===== config.mk =====
export PLATFORM = sky130hd
export DESIGN_NAME = stpg_top
export DESIGN_NICKNAME = d
export VERILOG_FILES = /design/src/stpg_pkg.sv /design/src/stpg_top.sv /design/src/stpg_buf.sv
export SDC_FILE = /design/constraint.sdc
export NUM_CORES = 1
export LEC_CHECK = 0
export ABC_AREA = 1
export BUFFER_PORTS_ARGS = -buffer_cell sky130_fd_sc_hd__buf_4
export CORE_ASPECT_RATIO = 2
export CORE_MARGIN = 3
export CORE_UTILIZATION = 52
export DETAILED_ROUTE_END_ITERATION = 8
export PLACE_DENSITY = 0.91
export SYNTH_ARGS = -nofsm -noshare
export SYNTH_HDL_FRONTEND = slang
export SYNTH_HIERARCHICAL = 1
export SYNTH_SLANG_ARGS = --single-unit

===== constraint.sdc =====
create_clock -name CLK -period 2.3 [get_ports CLK]
set_input_delay 0.115 -clock CLK [delete_from_list [all_inputs] [get_ports CLK]]
set_output_delay 0.115 -clock CLK [all_outputs]
set_load 0.01 [all_outputs]

===== src/stpg_pkg.sv =====
package stpg_pkg;

  // ----------------------------------------------------------------
  // Register indexes (byte address is four times the index)
  // ----------------------------------------------------------------
  localparam logic [7:0] STPG_IDX_GCTRL2 = 8'h02;
  localparam logic [7:0] STPG_IDX_GCTRL3 = 8'h03;
  localparam logic [7:0] STPG_IDX_P1CTRL = 8'h12;
  localparam logic [7:0] STPG_IDX_P2CTRL = 8'h22;
  localparam logic [7:0] STPG_IDX_STATUS = 8'h3C;
  localparam int STPG_ADDR_W = 10;

  // ----------------------------------------------------------------
  // Field positions
  // ----------------------------------------------------------------
  localparam int STPG_FLUSH_P1_BIT = 4;
  localparam int STPG_FLUSH_P2_BIT = 5;
  localparam int STPG_TAIL_BIT = 6;
  localparam int STPG_LDIS_BIT = 0;
  localparam int STPG_RXEN_BIT = 1;
  localparam int STPG_TXEN_BIT = 2;

  // ----------------------------------------------------------------
  // Reset values and port codes
  // ----------------------------------------------------------------
  localparam logic [2:0] STPG_PCTRL_RST = 3'h6;
  localparam logic STPG_TAIL_RST = 1'b0;
  localparam logic [1:0] STPG_SRC_P1 = 2'h1;
  localparam logic [1:0] STPG_SRC_P2 = 2'h2;
  localparam logic [1:0] STPG_SRC_CPU = 2'h3;
  localparam logic [2:0] STPG_M_CPU = 3'h4;
  localparam logic [2:0] STPG_M_NET = 3'h3;

  // ----------------------------------------------------------------
  // State of the gate
  // ----------------------------------------------------------------
  typedef struct packed {
    logic [2:0] c1;
    logic [2:0] c2;
    logic [2:0] a1;
    logic [2:0] a2;
    logic tail;
    logic [1:0] flush;
    logic in_frame;
    logic drop;
    logic [2:0] mask;
    logic [7:0] tag;
    logic learn;
    logic [1:0] lport;
    logic pready;
    logic pslverr;
    logic [31:0] prdata;
  } stpg_top_type;

endpackage


===== src/stpg_top.sv =====
`timescale 1ns/1ps
// Behaviour
// - Port 3 is the processor port; gating acts on ports 1 and 2.
// - Ports 1 and 2 each hold transmit, receive and learning-disable bits.
// - Disabled setting: no ordinary traffic either way, no learning.
// - Override frames still reach the processor with enables cleared.
// - Blocking: only override frames to the processor and processor-directed frames pass; no learning.
// - Processor-directed frames leave a network port with transmit off.
// - Learning setting: processor traffic only, while source learning runs.
// - Forwarding setting: all traffic passes and addresses are learned.
// - Learning disable set stops learning from that port.
// - Flush bits in control register 2 clear the port's table entries.
// - Discarding uses the disabled setting and covers three STP states.
// - Tail tag low bits pick destination; egress bit 0 gives source.
// - Tail tagging acts only while bit 6 of register 3 is set.
module stpg_top
  import stpg_pkg::*;
#(
  parameter int DW = 8
) (
  input wire logic CLK,
  input wire logic RST,
  input wire logic PSEL,
  input wire logic PENABLE,
  input wire logic PWRITE,
  input wire logic [STPG_ADDR_W-1:0] PADDR,
  input wire logic [31:0] PWDATA,
  output logic [31:0] PRDATA,
  output logic PREADY,
  output logic PSLVERR,
  input wire logic I_VALID,
  output logic I_READY,
  input wire logic [DW-1:0] I_DATA,
  input wire logic I_LAST,
  input wire logic [1:0] I_SRC,
  input wire logic [2:0] I_DMASK,
  input wire logic I_OVR,
  input wire logic [1:0] I_TAG,
  output logic O_VALID,
  input wire logic O_READY,
  output logic [DW-1:0] O_DATA,
  output logic O_LAST,
  output logic [2:0] O_MASK,
  output logic [7:0] O_TAG,
  output logic O_LEARN,
  output logic [1:0] O_LEARN_PORT,
  output logic [1:0] O_FLUSH,
  output logic [5:0] O_PORT_STATE
);

  localparam int BW = DW + 12;

  stpg_top_type r, n;
  logic hdr, take, push;
  logic [2:0] hmask, fmask;
  logic [7:0] htag, ftag;
  logic [2:0] sctl;
  logic [BW-1:0] bout;

  // Refuse a data width the gate cannot carry
  if (DW < 1) begin : g_dw_chk
    $error("stpg_top data width must be positive");
  end

  // ----------------------------------------------------------------
  // Helpers
  // ----------------------------------------------------------------

  // Drop network destinations whose transmit enable is clear
  function automatic logic [2:0] gate_tx(input logic [2:0] m,
                                         input logic [2:0] c1,
                                         input logic [2:0] c2);
    gate_tx = {m[2], m[1] & c2[STPG_TXEN_BIT], m[0] & c1[STPG_TXEN_BIT]};
  endfunction

  // Register index from the byte address, or all ones if misaligned
  function automatic logic [7:0] reg_idx(input logic [STPG_ADDR_W-1:0] a);
    reg_idx = (a[1:0] != 2'h0) ? 8'hFF : a[9:2];
  endfunction

  // Read value of one register
  function automatic logic [31:0] rd_val(input logic [7:0] idx,
                                         input stpg_top_type s);
    unique case (idx)
      STPG_IDX_GCTRL2: rd_val = 32'h0;
      STPG_IDX_GCTRL3: rd_val = 32'(s.tail) << STPG_TAIL_BIT;
      STPG_IDX_P1CTRL: rd_val = {29'h0, s.c1};
      STPG_IDX_P2CTRL: rd_val = {29'h0, s.c2};
      STPG_IDX_STATUS: rd_val = {24'h0, s.drop, s.in_frame, s.a2, s.a1};
      default: rd_val = 32'h0;
    endcase
  endfunction

  function automatic logic reg_hit(input logic [7:0] idx);
    reg_hit = idx == STPG_IDX_GCTRL2 || idx == STPG_IDX_GCTRL3 ||
              idx == STPG_IDX_P1CTRL || idx == STPG_IDX_P2CTRL ||
              idx == STPG_IDX_STATUS;
  endfunction

  // ----------------------------------------------------------------
  // Frame decision at the first word
  // ----------------------------------------------------------------

  assign hdr = !r.in_frame;
  assign sctl = (I_SRC == STPG_SRC_P2) ? r.a2 : r.a1;

  // Destination mask per source port and applied controls
  always_comb begin
    hmask = 3'h0;
    htag = 8'h0;
    if (I_SRC == STPG_SRC_CPU) begin
      if (r.tail && I_TAG != 2'h0) begin
        hmask = {1'b0, I_TAG};
      end else begin
        hmask = gate_tx(I_DMASK, r.a1, r.a2) & STPG_M_NET;
      end
    end else if (I_SRC == STPG_SRC_P1 || I_SRC == STPG_SRC_P2) begin
      if (sctl[STPG_RXEN_BIT]) begin
        hmask = gate_tx(I_DMASK, r.a1, r.a2) & ~{1'b0, I_SRC};
      end else if (I_OVR) begin
        hmask = STPG_M_CPU;
      end
      if (r.tail && hmask[2]) begin
        htag = {7'h0, I_SRC == STPG_SRC_P2};
      end
    end
  end

  assign take = I_VALID && I_READY;
  assign fmask = hdr ? hmask : r.mask;
  assign ftag = hdr ? htag : r.tag;
  assign push = I_VALID && fmask != 3'h0 && !(r.drop && !hdr);

  // ----------------------------------------------------------------
  // Next state
  // ----------------------------------------------------------------
  always_comb begin
    n = r;
    n.learn = 1'b0;
    n.flush = 2'h0;
    if (!r.in_frame) begin
      n.a1 = r.c1;
      n.a2 = r.c2;
    end
    // Frame tracking and learning
    if (take) begin
      n.in_frame = !I_LAST;
      if (hdr) begin
        n.mask = hmask;
        n.tag = htag;
        n.drop = hmask == 3'h0;
        if (I_SRC != STPG_SRC_CPU && I_SRC != 2'h0 &&
            !sctl[STPG_LDIS_BIT]) begin
          n.learn = 1'b1;
          n.lport = I_SRC;
        end
      end
    end
    // APB setup phase prepares the answer
    if (PSEL && !PENABLE) begin
      n.pready = 1'b1;
      n.prdata = rd_val(reg_idx(PADDR), r);
      n.pslverr = !reg_hit(reg_idx(PADDR));
    end else if (PSEL && PENABLE && r.pready) begin
      n.pready = 1'b0;
      n.pslverr = 1'b0;
      if (PWRITE && reg_hit(reg_idx(PADDR))) begin
        unique case (reg_idx(PADDR))
          STPG_IDX_GCTRL2: begin
            n.flush = {PWDATA[STPG_FLUSH_P2_BIT], PWDATA[STPG_FLUSH_P1_BIT]};
          end
          STPG_IDX_GCTRL3: begin
            n.tail = PWDATA[STPG_TAIL_BIT];
          end
          STPG_IDX_P1CTRL: begin
            n.c1 = PWDATA[2:0];
          end
          STPG_IDX_P2CTRL: begin
            n.c2 = PWDATA[2:0];
          end
          default: begin
            n.tail = r.tail;
          end
        endcase
      end
    end else begin
      n.pready = 1'b0;
      n.pslverr = 1'b0;
    end
  end

  // State register
  always_ff @(posedge CLK) begin
    if (RST) begin
      r <= '0;
      r.c1 <= STPG_PCTRL_RST;
      r.c2 <= STPG_PCTRL_RST;
      r.a1 <= STPG_PCTRL_RST;
      r.a2 <= STPG_PCTRL_RST;
      r.tail <= STPG_TAIL_RST;
    end else begin
      r <= n;
    end
  end

  // ----------------------------------------------------------------
  // Output buffer
  // ----------------------------------------------------------------
  stpg_buf #(.W(BW)) u_buf (
    .clk(CLK),
    .rst(RST),
    .in_valid(push),
    .in_ready(I_READY),
    .in_data({I_DATA, I_LAST, fmask, ftag}),
    .out_valid(O_VALID),
    .out_ready(O_READY),
    .out_data(bout)
  );

  assign O_DATA = bout[BW-1:12];
  assign O_LAST = bout[11];
  assign O_MASK = bout[10:8];
  assign O_TAG = bout[7:0];
  assign PRDATA = r.prdata;
  assign PREADY = r.pready;
  assign PSLVERR = r.pslverr;
  assign O_LEARN = r.learn;
  assign O_LEARN_PORT = r.lport;
  assign O_FLUSH = r.flush;
  assign O_PORT_STATE = {r.a2, r.a1};
endmodule


===== src/stpg_buf.sv =====
`timescale 1ns/1ps
module stpg_buf
  import stpg_pkg::*;
#(
  parameter int W = 8
) (
  input wire logic clk,
  input wire logic rst,
  input wire logic in_valid,
  output logic in_ready,
  input wire logic [W-1:0] in_data,
  output logic out_valid,
  input wire logic out_ready,
  output logic [W-1:0] out_data
);

  // ----------------------------------------------------------------
  // Two-entry skid buffer
  // ----------------------------------------------------------------
  typedef struct packed {
    logic [W-1:0] od;
    logic [W-1:0] sd;
    logic ov;
    logic sv;
    logic rdy;
  } stpg_buf_type;

  stpg_buf_type b_r, b_nxt;
  logic push, pop;

  // Refuse a width the buffer cannot hold
  if (W < 1) begin : g_w_chk
    $error("stpg_buf width must be positive");
  end

  assign push = in_valid & b_r.rdy;
  assign pop = b_r.ov & out_ready;

  // Output slot refills from skid first, then from input
  always_comb begin
    b_nxt = b_r;
    if (!b_r.ov || pop) begin
      if (b_r.sv) begin
        b_nxt.od = b_r.sd;
        b_nxt.ov = 1'b1;
        b_nxt.sv = push;
        b_nxt.sd = push ? in_data : b_r.sd;
      end else begin
        b_nxt.od = push ? in_data : b_r.od;
        b_nxt.ov = push;
      end
    end else if (push) begin
      b_nxt.sd = in_data;
      b_nxt.sv = 1'b1;
    end
    b_nxt.rdy = !b_nxt.sv;
  end

  // State register
  always_ff @(posedge clk) begin
    if (rst) begin
      b_r <= '0;
    end else begin
      b_r <= b_nxt;
    end
  end

  assign in_ready = b_r.rdy;
  assign out_valid = b_r.ov;
  assign out_data = b_r.od;
endmodule


=== Word-level counts from Yosys, hierarchy flattened ===
Index checks and enable logic that the tools add are counted.

* Bitwise operators: 12
* Reduce and logical (&&, ||, !) cells: 40
* Muxes and demuxes: 26
* Equal/unequal tests: 10

{| class="wikitable"
|+ Operator list
! kind !! number
|-
| 20-bit two-way mux || 5
|-
| 8-bit one-hot mux with 4 select lines || 1
|-
| 3-bit two-way mux || 8
|-
| 8-bit two-way mux || 3
|-
| 8-bit by 2-bit equality test with 1-bit output, second input constant || 2
|-
| 8-bit by 6-bit equality test with 1-bit output, second input constant || 2
|-
| 1-bit logical AND || 12
|-
| 4-bit AND reduction || 3
|-
| 8-bit by 5-bit equality test with 1-bit output, second input constant || 1
|-
| 2-bit nonzero test || 4
|-
| 1-bit zero test || 7
|-
| 1-bit logical OR || 6
|-
| 1-bit two-way mux || 6
|-
| 2-bit two-way mux || 3
|-
| 1-bit NOT || 6
|-
| 5-bit OR reduction || 1
|-
| 1-bit AND || 4
|-
| 2-bit equality test, second input constant || 2
|-
| 2-bit AND reduction || 2
|-
| 3-bit AND || 1
|-
| 3-bit zero test || 1
|-
| 2-bit NOT with 3-bit output || 1
|-
| 3-bit AND reduction || 1
|-
| 3-bit nonzero test || 1
|-
| 5 further kinds || 5
|}

* Output and inout bits: 67
* Input bits: 66
* Bits in registers: 108
* Word-level logic and storage cells: 108

=== Depth between registers and ports, before layout ===
Gate-level depths: netlist (run 1).

* Word-level depth: 15
* Depth in mapped cells: 18

=== Cells and area by module ===
Netlist (run 1), hierarchy kept.

{| class="wikitable"
|+ Modules (own cells, without submodules)
! module !! times used !! cells each !! sequential area each (µm²) !! area each (µm²)
|-
| stpg_buf || 1 || 338 || 860.8 || 2137.0
|-
| stpg_top || 1 || 290 || 680.7 || 2103.3
|}

=== Worst setup path after synthesis (run 1) ===
OpenSTA, ideal clock, no wires.

* Path kind: input to register
* Start: in I_SRC[0]
* End: reg u_buf/b_r[3] (netlist name)
* Data required time: 2185 ps
* Path slack: 260 ps
* Library setup time: 115 ps
* Stages: 15
* Data arrival time: 1925 ps
* Path buffers: 1
* Cells stage by stage: inv_1 > ha_1 > o21ai_0 > nand4_1 > o21ai_0 > o21ai_0 > nand3_1 > nand2_1 > inv_1 > nand2_1 > inv_1 > clkbuf_1 > nand3_1 > nand2_1 > nor2_1

* Word-level cells in the longest chain between the ends: 15
* Elaborated cells on any way between the ends: 25
* Those cells by class: 3 x eq/ne; 14 x mux; 3 x bitwise; 5 x reduce/logical

{| class="wikitable"
|+ RTL lines
! what !! line !! text
|-
| from (decl) || stpg_top.sv:35 || <nowiki>input wire logic [1:0] I_SRC,</nowiki>
|-
| 2-bit equality test / 2-bit NOT with 3-bit output (equally long branches) || stpg_top.sv:105, stpg_top.sv:117, stpg_top.sv:119 ||
|-
| 2-bit two-way mux / 3-bit AND (equally long branches) || stpg_top.sv:105, stpg_top.sv:119 ||
|-
| 3-bit two-way mux || stpg_top.sv:118 || <nowiki>if (sctl[STPG_RXEN_BIT]) begin</nowiki>
|-
| 3-bit two-way mux || stpg_top.sv:117 || <nowiki>end else if (I_SRC == STPG_SRC_P1 || I_SRC == STPG_SRC_P2) begin</nowiki>
|-
| 3-bit two-way mux || stpg_top.sv:111 || <nowiki>if (I_SRC == STPG_SRC_CPU) begin</nowiki>
|-
| 3-bit two-way mux || stpg_top.sv:117 ||
|-
| 3-bit two-way mux (*) || stpg_top.sv:111 ||
|-
| 3-bit two-way mux (*) || stpg_top.sv:130 || <nowiki>assign fmask = hdr ? hmask : r.mask;</nowiki>
|-
| 3-bit nonzero test (*) || stpg_top.sv:132 || <nowiki>assign push = I_VALID && fmask != 3'h0 && !(r.drop && !hdr);</nowiki>
|-
| 1-bit logical AND (*) (2 in a row) || stpg_top.sv:132 ||
|-
| via push || stpg_top.sv:54 || <nowiki>logic hdr, take, push;</nowiki>
|-
| 1-bit AND (*) || stpg_buf.sv:36 || <nowiki>assign push = in_valid & b_r.rdy;</nowiki>
|-
| 20-bit two-way mux (*) || stpg_buf.sv:47, stpg_buf.sv:52 ||
|-
| 20-bit two-way mux || stpg_buf.sv:43 || <nowiki>if (b_r.sv) begin</nowiki>
|-
| 20-bit two-way mux (*) || stpg_buf.sv:42 || <nowiki>if (!b_r.ov || pop) begin</nowiki>
|-
| to (signal assigned) || stpg_buf.sv:64 || <nowiki>b_r <= b_nxt;</nowiki>
|-
| to (decl) || stpg_buf.sv:28 || <nowiki>stpg_buf_type b_r, b_nxt;</nowiki>
|}

The timed path passes the listed nets; every way through them passes the cells marked *. The select of a mux whose other input is x is not followed.
A chain may end at the register's enable or synchronous reset.

=== Worst setup path in the final report (run 1) ===
* Start: reg r, in the netlist O_PORT_STATE[4]
* End: reg u_buf.b_r, in the netlist u_buf/out_data[18]

* Word-level cells in the longest chain between the ends: 13

{| class="wikitable"
|+ RTL lines
! what !! line !! text
|-
| from (decl) || stpg_top.sv:53 || <nowiki>stpg_top_type r, n;</nowiki>
|-
| from (signal assigned) || stpg_top.sv:202 || <nowiki>r <= n;</nowiki>
|-
| 2-bit two-way mux || stpg_top.sv:105 || <nowiki>assign sctl = (I_SRC == STPG_SRC_P2) ? r.a2 : r.a1;</nowiki>
|-
| 3-bit two-way mux || stpg_top.sv:118 ||
|-
| 3-bit two-way mux || stpg_top.sv:117 ||
|-
| 3-bit two-way mux || stpg_top.sv:111 ||
|-
| 3-bit two-way mux || stpg_top.sv:117 ||
|-
| 3-bit two-way mux || stpg_top.sv:111 ||
|-
| 3-bit two-way mux || stpg_top.sv:130 ||
|-
| 3-bit nonzero test || stpg_top.sv:132 ||
|-
| 1-bit logical AND (2 in a row) || stpg_top.sv:132 ||
|-
| via push || stpg_top.sv:54 ||
|-
| 1-bit AND || stpg_buf.sv:36 ||
|-
| 2-bit nonzero test (no line) || - ||
|-
| 2-bit AND reduction (no line) || - ||
|}

The timed path passes the listed nets, and every way through them passes these cells. The select of a mux whose other input is x is not followed.

==> reports/metrics.csv, run 1 <==
stage;metric;value;unit
run_status;result of the run;complete, no violations;
synthesis;fraction of the yosys area taken by sequential cells;36.35;%
global_routing;wire length of the first global-routing pass;16620;um
clock_tree;Clock Tree Buf Depth;2;
die;Row Count;46;
cells_and_area;final net count;748;
timing;final-report max-slew violation count;0;
setup_path;worst endpoint required time;2.53;ns
clock_tree;total number of H-tree levels;3;
setup_path;capture instance of the worst register-to-register path;u_buf/out_data[18];
pwr;static leakage;0.002523;uW
timing;timing-limited maximum frequency;480.8;MHz
clock_tree;postcts setup bufs;0;
timing;Worst Skew;0.004392;ns
setup_path;cell family with most CP delay;simple AND/OR/NAND/NOR gates;
synthesis;cell types with the highest counts after synthesis;nand2_1 (139), nor2_1 (81), inv_1 (80), dfxtp_1 (77), buf_4 (62);
setup_path;crit path from;O_PORT_STATE[4];
cells_and_area;post-route core utilization;63.15;%
timing;Least-Margin Pin Slew;0.5516;ns
timing;Hold Violations, Final;0;
die;Core Area;0.007943;mm2
setup_path;Slowest Stage Delay on Critical Path;0.42;ns
cells_and_area;fraction of layout instances using a drive strength above 1;19.12;%
timing;Final setup viols;0;
cells_and_area;Inserted Diodes;0;
setup_path;crit start category;register;
synthesis;Yosys top cell area share;36.35;%
global_routing;routing layer with the top usage in global route;met2;
cells_and_area;Final Cell Area;0.005016;mm2
setup_path;Cell Chain, Critical Path;nand2_1, o21ai_1, buf_4, nand2_1, o211ai_1, nand2_1, o21ai_0, nand3_1, nand2_1, inv_1, nand2_1, nand2_1, nand2_1, buf_12, nand2_1, nand2_1, nor2_1;
pwr;highest ir drop seen on vdd;0.4847;mV
placed_design;number of buffers added on ports;82;
detailed_routing;total vias in the final route;4004;
synthesis;Seq cells post-synth;77;
setup_path;cell depth of the worst flop-to-flop path;17;
global_routing;M2 GR Usage;40.99;%
detailed_routing;post-route antenna net violation count;0;
timing;Min Clock Period, post-route;2.080;ns
setup_path;capturing element of the worst setup path;u_buf/out_data[18];
setup_path;Register-to-Register Setup Slack;0.22;ns
placed_design;instance area at placement;0.004641;mm2
synthesis;number of distinct library cell variants in the gate-level netlist after synthesis;32;
synthesis;most instantiated flip-flop cell in the synthesis netlist;dfxtp_1;
detailed_routing;Total Wirelength;10360;um
detailed_routing;detailed router's first-iteration violation count;448;
synthesis;cell types occupying the most area after synthesis;dfxtp_1 (36%), nand2_1 (12%), buf_4 (11%);
die;I/O pin count;133;
clock_tree;clk sink count;77;
global_routing;via count of the first global-routing pass;3672;
placed_design;RD Place Congestion;0.9303;
setup_path;Critical Path Fanout Max;21;
pwr;power per standard cell area;691.9;mW/mm2
synthesis;number of warnings printed during yosys synthesis;6;
cells_and_area;area grow syn2layout;18.29;%
synthesis;post-synthesis area per instance;6.752;um2
synthesis;Post-synth EDFFs;0;
setup_path;total stage count of the critical path;17;
clock_tree;clock tree from TritonCTS;yes;
clock_tree;Worst-Skew Late Latency;0.33;ns
detailed_routing;DRC;0;
global_routing;combined global-route utilization of all metal layers;21.71;%
setup_path;FF-to-FF Start;O_PORT_STATE[4];
detailed_routing;Via-to-Cell Ratio;5.127;
flow_run;reported max-cap violation count;0;
global_routing;GR met1 Demand/Resource;21.83;%
synthesis;count leader, synth;nand2_1;
timing;RSZ-0062 raised after global routing;false;
clock_tree;number of buffers inserted during clock tree synthesis;9;
hold_path;type of the tightest min-delay check;in -> reg;
timing;Period Utilization, post-route;90.42;%
cells_and_area;total of fill cells in the finished design;682;
timing;Hold WS;0.05471;ns
timing;Slew Limit Headroom;63.03;%
setup_path;most used cell, CP;nand2_1;
cells_and_area;total area of multi-input combinational cells;0.001906;mm2
clock_tree;Clk Tree Root Cell;clkbuf_16;
detailed_routing;Pre-Repair DR Iteration Count;5;
setup_path;buffers plus inverters on the worst setup path;3;
synthesis;netlist area before placement;0.004240;mm2
setup_path;signal arrival time at the worst endpoint;2.31;ns
global_routing;antenna violations before repair;0;
setup_path;CP endpoint kind;register;
detailed_routing;post-detailed-route wirelength per cell;13.26;um
setup_path;standard cell with the maximum stage delay on the critical path;dfxtp_1;
die;die area;0.009340;mm2
synthesis;cells after synthesis;628;
cells_and_area;Register Area;0.001543;mm2
global_routing;grt met3 use;4.079;%
global_routing;total global routing overflow;0;
placed_design;HPWL after detailed placement;7432;um
die;die width;69.86;um
synthesis;leading area contributor after synthesis;dfxtp_1;
global_routing;largest net degree at the start of global routing;42;
die;starting density of the core;53.39;%
setup_path;kind of critical path;reg -> reg;
die;overall die height;133.7;um
clock_tree;clock transition at the registers of the reported paths;0.06;ns
synthesis;Async S/R FF share, synth;0;%
[worst reg2reg max path, delay by kind of cell (launching register included)]
family / cells / cell delay [ns]
buf+inv: 3 / 0.38
simple gates: 11 / 0.84
flops: 1 / 0.42
compound gates: 3 / 0.34
[flip-flops by register name (all words and copies together) (netlist names), 2 cells and up]
| name | flops |
|---|---|
| O_LEARN_PORT | 2 |
| PRDATA | 8 |
| r | 13 |
| u_buf/b_r | 21 |
| u_buf/out_data | 20 |
| O_PORT_STATE | 6 |
| O_FLUSH | 2 |
[kinds of logic (layout without fill, tap and decap cells)]
family	Yosys count	after routing	share of synthesized area, %
AND/OR/NAND/NOR	297	297	31.31
other	1	31	0.08844
flip-flops	77	77	36.35
buffers and inverters	172	199	21.45
AO/OA/AOI/OAI	79	79	10.21
adder cells (fa/ha/maj)	2	2	0.5901
[cells in the final DEF, fill, tap and decap left out, types with 3 or more instances in the layout]
| cell | count |
|---|---|
| a21oi_1 | 31 |
| a32o_1 | 4 |
| buf_12 | 3 |
| buf_4 | 94 |
| clkbuf_16 | 10 |
| conb_1 | 31 |
| dfxtp_1 | 76 |
| inv_1 | 80 |
| nand2_1 | 139 |
| nand3_1 | 44 |
| nand4_1 | 13 |
| nor2_1 | 81 |
| nor3_1 | 6 |
| o211ai_1 | 4 |
| o21ai_0 | 34 |
[per-layer routing]
layer | routed length, um | up-vias | part of all wire (%)
met5 | 0 | - | 0
met4 | 370 | 0 | 3.6
met3 | 652 | 34 | 6.3
met2 | 5746 | 176 | 55
met1 | 3587 | 1808 | 35
li1 | - | 1986 | -
[how the worst min path moves through the flow]
stage	startpoint	depth (start not counted)	end	slack, ns
6_report	PWDATA[2]	3	r[64]	0.05
5_1_grt	PWDATA[1]	3	r[63]	0.07
4_1_cts	PWDATA[2]	3	r[64]	0.04
3_5_place_dp	PWDATA[5]	3	O_FLUSH[1]	0.35
3_3_place_gp	PWDATA[5]	3	O_FLUSH[1]	0.33
2_1_floorplan	RST	1	u_buf/b_r[1]	0.18
[power by group]
group	leakage [uW]	internal [uW]	total, uW	switching (uW)
Sequential	0.000626	1390	1430	36.1
Clock	0.000158	977	1520	542
Combinational	0.00174	220	523	303
[area by class of cell]
| type | instances | area share (%) |
|---|---|---|
| clock buffer | 10 | 4.764 |
| clock inverter | 6 | 1.721 |
| inverter | 83 | 6.211 |
| multi-input combinational | 409 | 37.99 |
| sequential | 77 | 30.76 |
| tap | 96 | 2.395 |
| timing repair buffer | 100 | 16.16 |
[per-stage QoR]
stage | setup slack, ns | setup TNS, ns | power, uW | cells
after floorplan | 0.2603 | 0 | 1820 | 658
after global placement | -0.005517 | -0.05470 | 1936 | 762
after global routing | 0.007324 | 0 | 3609 | 781
after CTS | 0.1068 | 0 | 3477 | 780
after detailed placement | -0.1047 | -1.880 | 1955 | 762
final | 0.2203 | 0 | 3471 | 781
[what timing repair did]
item                                    CTS  global route
resized for setup                         1             4
endpoints found under the setup margin    1            39
gates cloned                              0             1
hold buffers                              2             0
hold endpoints to repair                  2             0
No activity file was read; power rests on OpenSTA's default activity.
==> run 2, diff against run 1 <==
- RECOVER_POWER: not set -> 50
==> run 2 against run 1 <==
  * First-iteration DRC count shrank 12%
  * Wire length is 0.27% higher
  * Fmax up 0.31%
  * Critical path depth unchanged
  * Clock power barely moved
  * Clock skew barely moved
  * Sequential power hardly changed
  * Critical path type unchanged
==> reports/metrics.csv, run 2 (synthesis results as in run 1) <==
stage;metric;value;unit;change
cells_and_area;total area of multi-input combinational cells;0.001893;mm2;-0.66%
cells_and_area;Final Cell Area;0.004838;mm2;-3.5%
placed_design;HPWL after detailed placement;7432;um;unchanged
cells_and_area;Inserted Diodes;0;;unchanged
clock_tree;Clock Tree Buf Depth;2;;unchanged
die;Core Area;0.007943;mm2;unchanged
setup_path;most used cell, CP;nand2_1;;
timing;Hold Violations, Final;0;;unchanged
die;I/O pin count;133;;unchanged
setup_path;signal arrival time at the worst endpoint;2.30;ns;about the same
cells_and_area;fraction of layout instances using a drive strength above 1;12.41;%;-6.7 points
clock_tree;clk sink count;77;;unchanged
setup_path;Slowest Stage Delay on Critical Path;0.42;ns;about the same
global_routing;via count of the first global-routing pass;3672;;unchanged
cells_and_area;most frequent cells in the layout;nand2_1 (139), nor2_1 (82), inv_1 (80);;
timing;Slew Limit Headroom;55.20;%;-7.8 points
timing;final-report max-slew violation count;0;;unchanged
detailed_routing;total vias in the final route;3986;;-0.45%
global_routing;grt met3 use;4.079;%;unchanged
setup_path;crit start category;register;;
detailed_routing;detailed router's first-iteration violation count;395;;-12%
cells_and_area;Finished Layout Cells;781;;unchanged
global_routing;largest net degree at the start of global routing;42;;unchanged
global_routing;antenna violations before repair;0;;unchanged
setup_path;worst endpoint required time;2.53;ns;about the same
hold_path;type of the tightest min-delay check;in -> reg;;
placed_design;RD Place Congestion;0.9303;;unchanged
die;die width;69.86;um;unchanged
cells_and_area;Register Area;0.001543;mm2;unchanged
die;starting density of the core;53.39;%;unchanged
setup_path;standard cell with the maximum stage delay on the critical path;dfxtp_1;;
cells_and_area;total of fill cells in the finished design;737;;+8.1%
global_routing;combined global-route utilization of all metal layers;21.71;%;unchanged
cells_and_area;area grow syn2layout;14.10;%;
setup_path;kind of critical path;reg -> reg;;
clock_tree;Clk Tree Root Cell;clkbuf_16;;
cells_and_area;most frequent standard cell in the layout excluding fill and tap cells;nand2_1;;
die;Row Count;46;;unchanged
setup_path;cell family with most CP delay;simple AND/OR/NAND/NOR gates;;
clock_tree;total number of H-tree levels;3;;unchanged
timing;Min Clock Period, post-route;2.073;ns;-0.006363 ns
detailed_routing;Total Wirelength;10390;um;+0.27%
detailed_routing;Pre-Repair DR Iteration Count;6;;+1
flow_run;reported max-cap violation count;0;;unchanged
placed_design;cell count after placement;762;;unchanged
timing;Hold WS;0.05931;ns;+0.004597 ns
cells_and_area;flip-flop count of the largest register after layout;21;;unchanged
clock_tree;clock tree from TritonCTS;yes;;
setup_path;Critical Path Fanout Max;21;;unchanged
placed_design;instance area at placement;0.004641;mm2;unchanged
cells_and_area;post-route core utilization;60.92;%;-2.2 points
clock_tree;Worst-Skew Late Latency;0.33;ns;about the same
global_routing;wire length of the first global-routing pass;16620;um;unchanged
timing;Period Utilization, post-route;90.14;%;-0.28 points
global_routing;total global routing overflow;0;;unchanged
detailed_routing;DRC;0;;unchanged
detailed_routing;post-route antenna net violation count;0;;unchanged
die;overall die height;133.7;um;unchanged
global_routing;GR met1 Demand/Resource;21.83;%;unchanged
timing;timing-limited maximum frequency;482.3;MHz;+0.31%
clock_tree;postcts setup bufs;0;;unchanged
setup_path;Cell Chain, Critical Path;nand2_1, o21ai_1, buf_4, nand2_1, o211ai_1, nand2_1, o21ai_0, nand3_1, nand2_1, inv_1, nand2_1, nand2_1, nand2_1, buf_12, nand2_1, nand2_1, nor2_1;;
detailed_routing;post-detailed-route wirelength per cell;13.30;um;+0.27%
placed_design;number of buffers added on ports;82;;unchanged
setup_path;CP endpoint kind;register;;
cells_and_area;final net count;748;;unchanged
timing;RSZ-0062 raised after global routing;false;;
timing;Least-Margin Pin Slew;0.6695;ns;+0.1179 ns
pwr;static leakage;0.002337;uW;-7.4%
pwr;power per standard cell area;709.3;mW/mm2;+2.5%
global_routing;routing layer with the top usage in global route;met2;;
timing;Worst Skew;0.003916;ns;-0.0004766 ns
clock_tree;clock transition at the registers of the reported paths;0.06;ns;about the same
die;die area;0.009340;mm2;unchanged
cells_and_area;most flop-heavy register;u_buf/b_r;;
detailed_routing;Via-to-Cell Ratio;5.104;;-0.45%
pwr;highest ir drop seen on vdd;0.4848;mV;about the same
run_status;result of the run;complete, no violations;;
global_routing;M2 GR Usage;40.99;%;unchanged
timing;Final setup viols;0;;unchanged
clock_tree;number of buffers inserted during clock tree synthesis;9;;unchanged
setup_path;buffers plus inverters on the worst setup path;3;;unchanged
-- run 2: cell types whose count changed in the layout (fill, tap and decap cells not counted) --
cell and delta:
nor2_1 +1, nor2_4 -1, clkbuf_1 +44, buf_4 -45, clkbuf_4 +1, nand3_1 +1, nand3_2 -1
-- run 2: through the flow --
stage,setup TNS [ns],worst slack (ns),power [uW]
2_1_floorplan,0,0.2603,1820
3_3_place_gp,-0.05470,-0.005517,1936
3_5_place_dp,-1.880,-0.1047,1955
4_1_cts,0,0.1068,3477
5_1_grt,0,0.009330,3570
6_report,0,0.2267,3432
-- run 2: final timing paths --
check                                startpoint                  to  slack [ns]  cells past startpoint
worst min-delay path                  PWDATA[2]               r[64]        0.06                      3
worst min register to register        PRDATA[0]           PRDATA[0]        0.46                      2
worst max register to register  O_PORT_STATE[4]  u_buf/out_data[18]        0.23                     17
worst max-delay path            O_PORT_STATE[4]  u_buf/out_data[18]        0.23                     17
-- run 2: area by class of cell --
type / count / share of cell area [%]
clock buffers: 10 / 4.939
multi-input cells: 409 / 39.13
inverters: 83 / 6.439
well taps: 96 / 2.483
flip-flops and latches: 77 / 31.89
repair buffers: 100 / 13.34
clock inverters: 6 / 1.784
-- run 2: tightest hold or removal path, cell delays in order --
cell and delay [ns]:
buf_4 0.09, nand4_1 0.08, nand3_1 0.08
-- run 2: repair_timing --
action                     in CTS  in global routing
gates resized for setup         1                  4
gates cloned                    0                  1
hold endpoints to repair        2                  0
hold buffers                    2                  0
pin swaps                       0                  0
setup endpoints to repair       1                 39
-- run 2: report_power, final --
group	total [uW]	internal, uW	leakage (uW)	switching (uW)
Combinational	486	184	0.00155	302
Sequential	1430	1390	0.000626	34.6
Clock	1520	977	0.000158	542
Total	3430	2550	0.00234	879
-- run 2: routing by layer --
layer / vias to the layer above / part of all wire (%)
met3: 33 / 5.9
met5: - / 0
met4: 0 / 3.3
met2: 164 / 55
li1: 1982 / -
met1: 1807 / 36
==> run 3, diff against run 2 <==
- ABC_AREA: 1 -> 0
- PLACE_DENSITY: 0.91 -> 0.92
==> run 3 against run 2 <==
  * The run now ends with negative setup slack left
  * Synthesized cell count down 31%
  * Cell count decreased by 22%
  * Power shrank 1.8%
  * Flip-flop and latch count is the same
  * Count of clock-buffer cells in the layout did not move
  * Wire length is essentially flat
  * Critical path depth fell by 6
  * Sequential power hardly changed
==> reports/metrics.csv, run 3 <==
stage;metric;value;unit;change
setup_path;total stage count of the critical path;11;;-6
hold_path;type of the tightest min-delay check;in -> reg;;
global_routing;combined global-route utilization of all metal layers;23.21;%;+1.5 points
hold_path;Worst Min Path Start;I_VALID;;
cells_and_area;Inserted Diodes;0;;unchanged
clock_tree;number of buffers inserted during clock tree synthesis;9;;unchanged
pwr;Switching Share;24.65;%;-0.96 points
clock_tree;total number of H-tree levels;3;;unchanged
pwr;power per standard cell area;675.6;mW/mm2;-4.7%
clock_tree;clock transition at the registers of the reported paths;0.06;ns;about the same
detailed_routing;Pre-Repair DR Iteration Count;4;;-2
pwr;total power;3369;uW;-1.8%
global_routing;largest net degree at the start of global routing;54;;+29%
setup_path;FF-to-FF Start;O_PORT_STATE[4];;
setup_path;buffers plus inverters on the worst setup path;3;;unchanged
timing;final-report max-slew violation count;0;;unchanged
timing;Min Clock Period, post-route;2.388;ns;+0.3144 ns
synthesis;Yosys top cell area share;37.48;%;+1.1 points
pwr;static leakage;0.001831;uW;-22%
cells_and_area;flip-flop count of the largest register after layout;21;;unchanged
cells_and_area;total of fill cells in the finished design;645;;-12%
pwr;internal cell power;2539;uW;-0.58%
setup_path;CP endpoint kind;register;;
cells_and_area;area grow syn2layout;21.24;%;
clock_tree;Clock Tree Buf Depth;2;;unchanged
cells_and_area;post-route core utilization;65.11;%;+4.2 points
timing;RSZ-0062 raised after global routing;true;;
synthesis;cell types occupying the most area after synthesis;dfxtp_1 (37%), mux2i_1 (12%), buf_4 (12%);;
global_routing;via count of the first global-routing pass;3373;;-8.1%
die;die width;68.89;um;-1.4%
clock_tree;clk sink count;77;;unchanged
timing;timing-limited maximum frequency;418.8;MHz;-13%
setup_path;Cell Chain, Critical Path;mux2i_1, buf_4, mux2i_4, or2_4, o21ai_2, o311a_1, buf_6, buf_4, a21oi_1, a21oi_1, nor2b_1;;
detailed_routing;post-route antenna net violation count;0;;unchanged
setup_path;cell depth of the worst flop-to-flop path;11;;-6
pwr;highest ir drop seen on vdd;0.5649;mV;+17%
die;Core Area;0.007657;mm2;-3.6%
pwr;sequential share of power;41.8;%;+0.2 points
placed_design;number of buffers added on ports;82;;unchanged
synthesis;number of warnings printed during yosys synthesis;6;;unchanged
global_routing;antenna violations before repair;0;;unchanged
placed_design;HPWL after detailed placement;6972;um;-6.2%
timing;Final setup viols;5;;+5
setup_path;standard cell with the maximum stage delay on the critical path;o311a_1;;
run_status;result of the run;complete, but fails checks;;
placed_design;instance area at placement;0.004594;mm2;-1.0%
timing;Least-Margin Pin Slew;0.6800;ns;+0.01049 ns
synthesis;Async S/R FF share, synth;0;%;unchanged
detailed_routing;DRC;0;;unchanged
timing;Period Utilization, post-route;103.8;%;+14 points
setup_path;kind of critical path;reg -> reg;;
cells_and_area;most flop-heavy register;u_buf/b_r;;
synthesis;post-synthesis area per instance;9.520;um2;+41%
synthesis;cell types with the highest counts after synthesis;dfxtp_1 (77), buf_4 (65), mux2i_1 (51), nand2b_1 (41), a21oi_1 (31);;
cells_and_area;Final Cell Area;0.004986;mm2;+3.1%
clock_tree;Worst-Skew Late Latency;0.34;ns;about the same
timing;Hold WS;0.02162;ns;-0.03769 ns
synthesis;number of distinct library cell variants in the gate-level netlist after synthesis;47;;+47%
die;die area;0.009077;mm2;-2.8%
die;Row Count;45;;-2.2%
synthesis;most instantiated flip-flop cell in the synthesis netlist;dfxtp_1;;
setup_path;Slowest Stage Delay on Critical Path;0.39;ns;-0.03 ns
setup_path;crit start category;register;;
pwr;combinational group share of total power;13.8;%;-0.4 points
timing;Worst Skew;0.005174;ns;+0.001259 ns
global_routing;wire length of the first global-routing pass;15900;um;-4.3%
setup_path;Critical Path Fanout Max;3;;-86%
synthesis;fraction of the yosys area taken by sequential cells;37.48;%;+1.1 points
synthesis;leading area contributor after synthesis;dfxtp_1;;
synthesis;cells after synthesis;432;;-31%
pwr;part of the power in the clock network;44.3;%;about the same
die;starting density of the core;53.71;%;+0.32 points
detailed_routing;post-detailed-route wirelength per cell;16.93;um;+27%
cells_and_area;fraction of layout instances using a drive strength above 1;26.01;%;+14 points
timing;Slew Limit Headroom;54.66;%;-0.53 points
setup_path;worst endpoint required time;2.50;ns;-0.03 ns
cells_and_area;most frequent cells in the layout;dfxtp_1 (75), buf_4 (65), mux2i_1 (49);;
detailed_routing;total vias in the final route;3351;;-16%
pwr;Sw Pwr;830.3;uW;-5.5%
run_status;violated checks;negative setup slack;;
synthesis;count leader, synth;dfxtp_1;;
setup_path;crit path from;O_PORT_STATE[4];;
timing;final worst-path setup slack;-0.08771;ns;-0.3144 ns
clock_tree;clock tree from TritonCTS;yes;;
timing;Hold Violations, Final;0;;unchanged
cells_and_area;most frequent standard cell in the layout excluding fill and tap cells;dfxtp_1;;
synthesis;netlist area before placement;0.004113;mm2;-3.0%
flow_run;reported max-cap violation count;0;;unchanged
die;I/O pin count;133;;unchanged
detailed_routing;detailed router's first-iteration violation count;213;;-46%
synthesis;Seq cells post-synth;77;;unchanged
hold_path;hold-critical path depth;2;;-1
die;overall die height;131.8;um;-1.4%
setup_path;signal arrival time at the worst endpoint;2.59;ns;+0.29 ns
global_routing;total global routing overflow;0;;unchanged
detailed_routing;Total Wirelength;10380;um;about the same
setup_path;Register-to-Register Setup Slack;-0.09;ns;-0.31 ns
detailed_routing;Via-to-Cell Ratio;5.467;;+7.1%
placed_design;RD Place Congestion;0.8669;;-6.8%
clock_tree;Clk Tree Root Cell;clkbuf_16;;
setup_path;cell family with most CP delay;compound AO/OA/AOI/OAI gates;;
cells_and_area;final net count;582;;-22%
synthesis;Post-synth EDFFs;0;;unchanged
-- run 3: changes by cell type after synthesis, sizes merged, moves of 8 or more --
cell and change:
nand2 -122, a22o +8, mux2i +51, nand2b +41, nor2b +12, o21ai -30, a211oi +23, inv -73
nand3 -46, nand4 -12, nor2 -70, a211o +8
-- run 3: final timing paths --
| check | end |
|---|---|
| max | u_buf/b_r[1] |
| min | r[49] |
| max reg2reg | u_buf/b_r[1] |
| min reg2reg | PRDATA[3] |
-- run 3: worst register-to-register path, cell delays in order, from the launching register on --
cell     delay [ns]
dfxtp_2        0.32
mux2i_1        0.12
buf_4          0.18
mux2i_4        0.27
or2_4          0.16
o21ai_2        0.06
o311a_1        0.39
buf_6          0.14
buf_4          0.14
a21oi_1        0.23
a21oi_1        0.11
nor2b_1        0.16
-- run 3: through the flow --
stage                     TNS [ns]  cells  setup slack, ns
after floorplan                  0    469          0.06316
after global placement      -5.022    583          -0.1520
after detailed placement    -9.102    583          -0.2701
after CTS                        0    609         0.002998
after global routing        -2.087    613          -0.1389
final                      -0.1369    613         -0.08771
-- run 3: power by group through the flow --
stage / registers (uW) / clock network, uW / logic (uW)
finish: 1410 / 1490 / 466
global route: 1410 / 1580 / 506
CTS: 1410 / 1510 / 457
floorplan: 1430 / 0 / 323
detailed placement: 1440 / 0 / 439
global placement: 1440 / 0 / 424
-- run 3: layer usage --
layer	part of all wire [%]	track usage [%]	vias up
met5	0	0	-
met1	35	23.01	1588
met2	54	41.65	155
met3	6.0	5.973	40
li1	-	-	1568
met4	5.1	11.94	0
-- run 3: cells by family (layout without fill, tap and decap cells) --
| family | Yosys count | in the layout | synth area share, % |
|---|---|---|---|
| AO/OA/AOI/OAI | 89 | 89 | 17.62 |
| adder cells (fa/ha/maj) | 2 | 2 | 0.6084 |
| buffers and inverters | 95 | 144 | 15.58 |
| flip-flops | 77 | 77 | 37.48 |
| multiplexers | 51 | 51 | 12.41 |
| other | 1 | 38 | 0.09118 |
| AND/OR/NAND/NOR | 117 | 118 | 16.22 |
-- run 3: area by class of cell --
type	count	area, um2	area share [%]
Multi-Input combinational cell	298	2166	43.44
Clock buffer	10	229.0	4.592
Timing Repair Buffer	120	812.0	16.29
Clock inverter	6	87.58	1.757
Sequential cell	77	1544	30.97
Tap cell	94	117.6	2.359
Inverter	8	30.03	0.6023
-- run 3: repair_timing --
item	in CTS	in global routing
setup endpoints to repair	30	40
resized for setup	7	18
cloned	2	0
hold buffers	5	0
buffers inserted	3	4
endpoints found under the hold margin	7	0
pin swaps	1	2
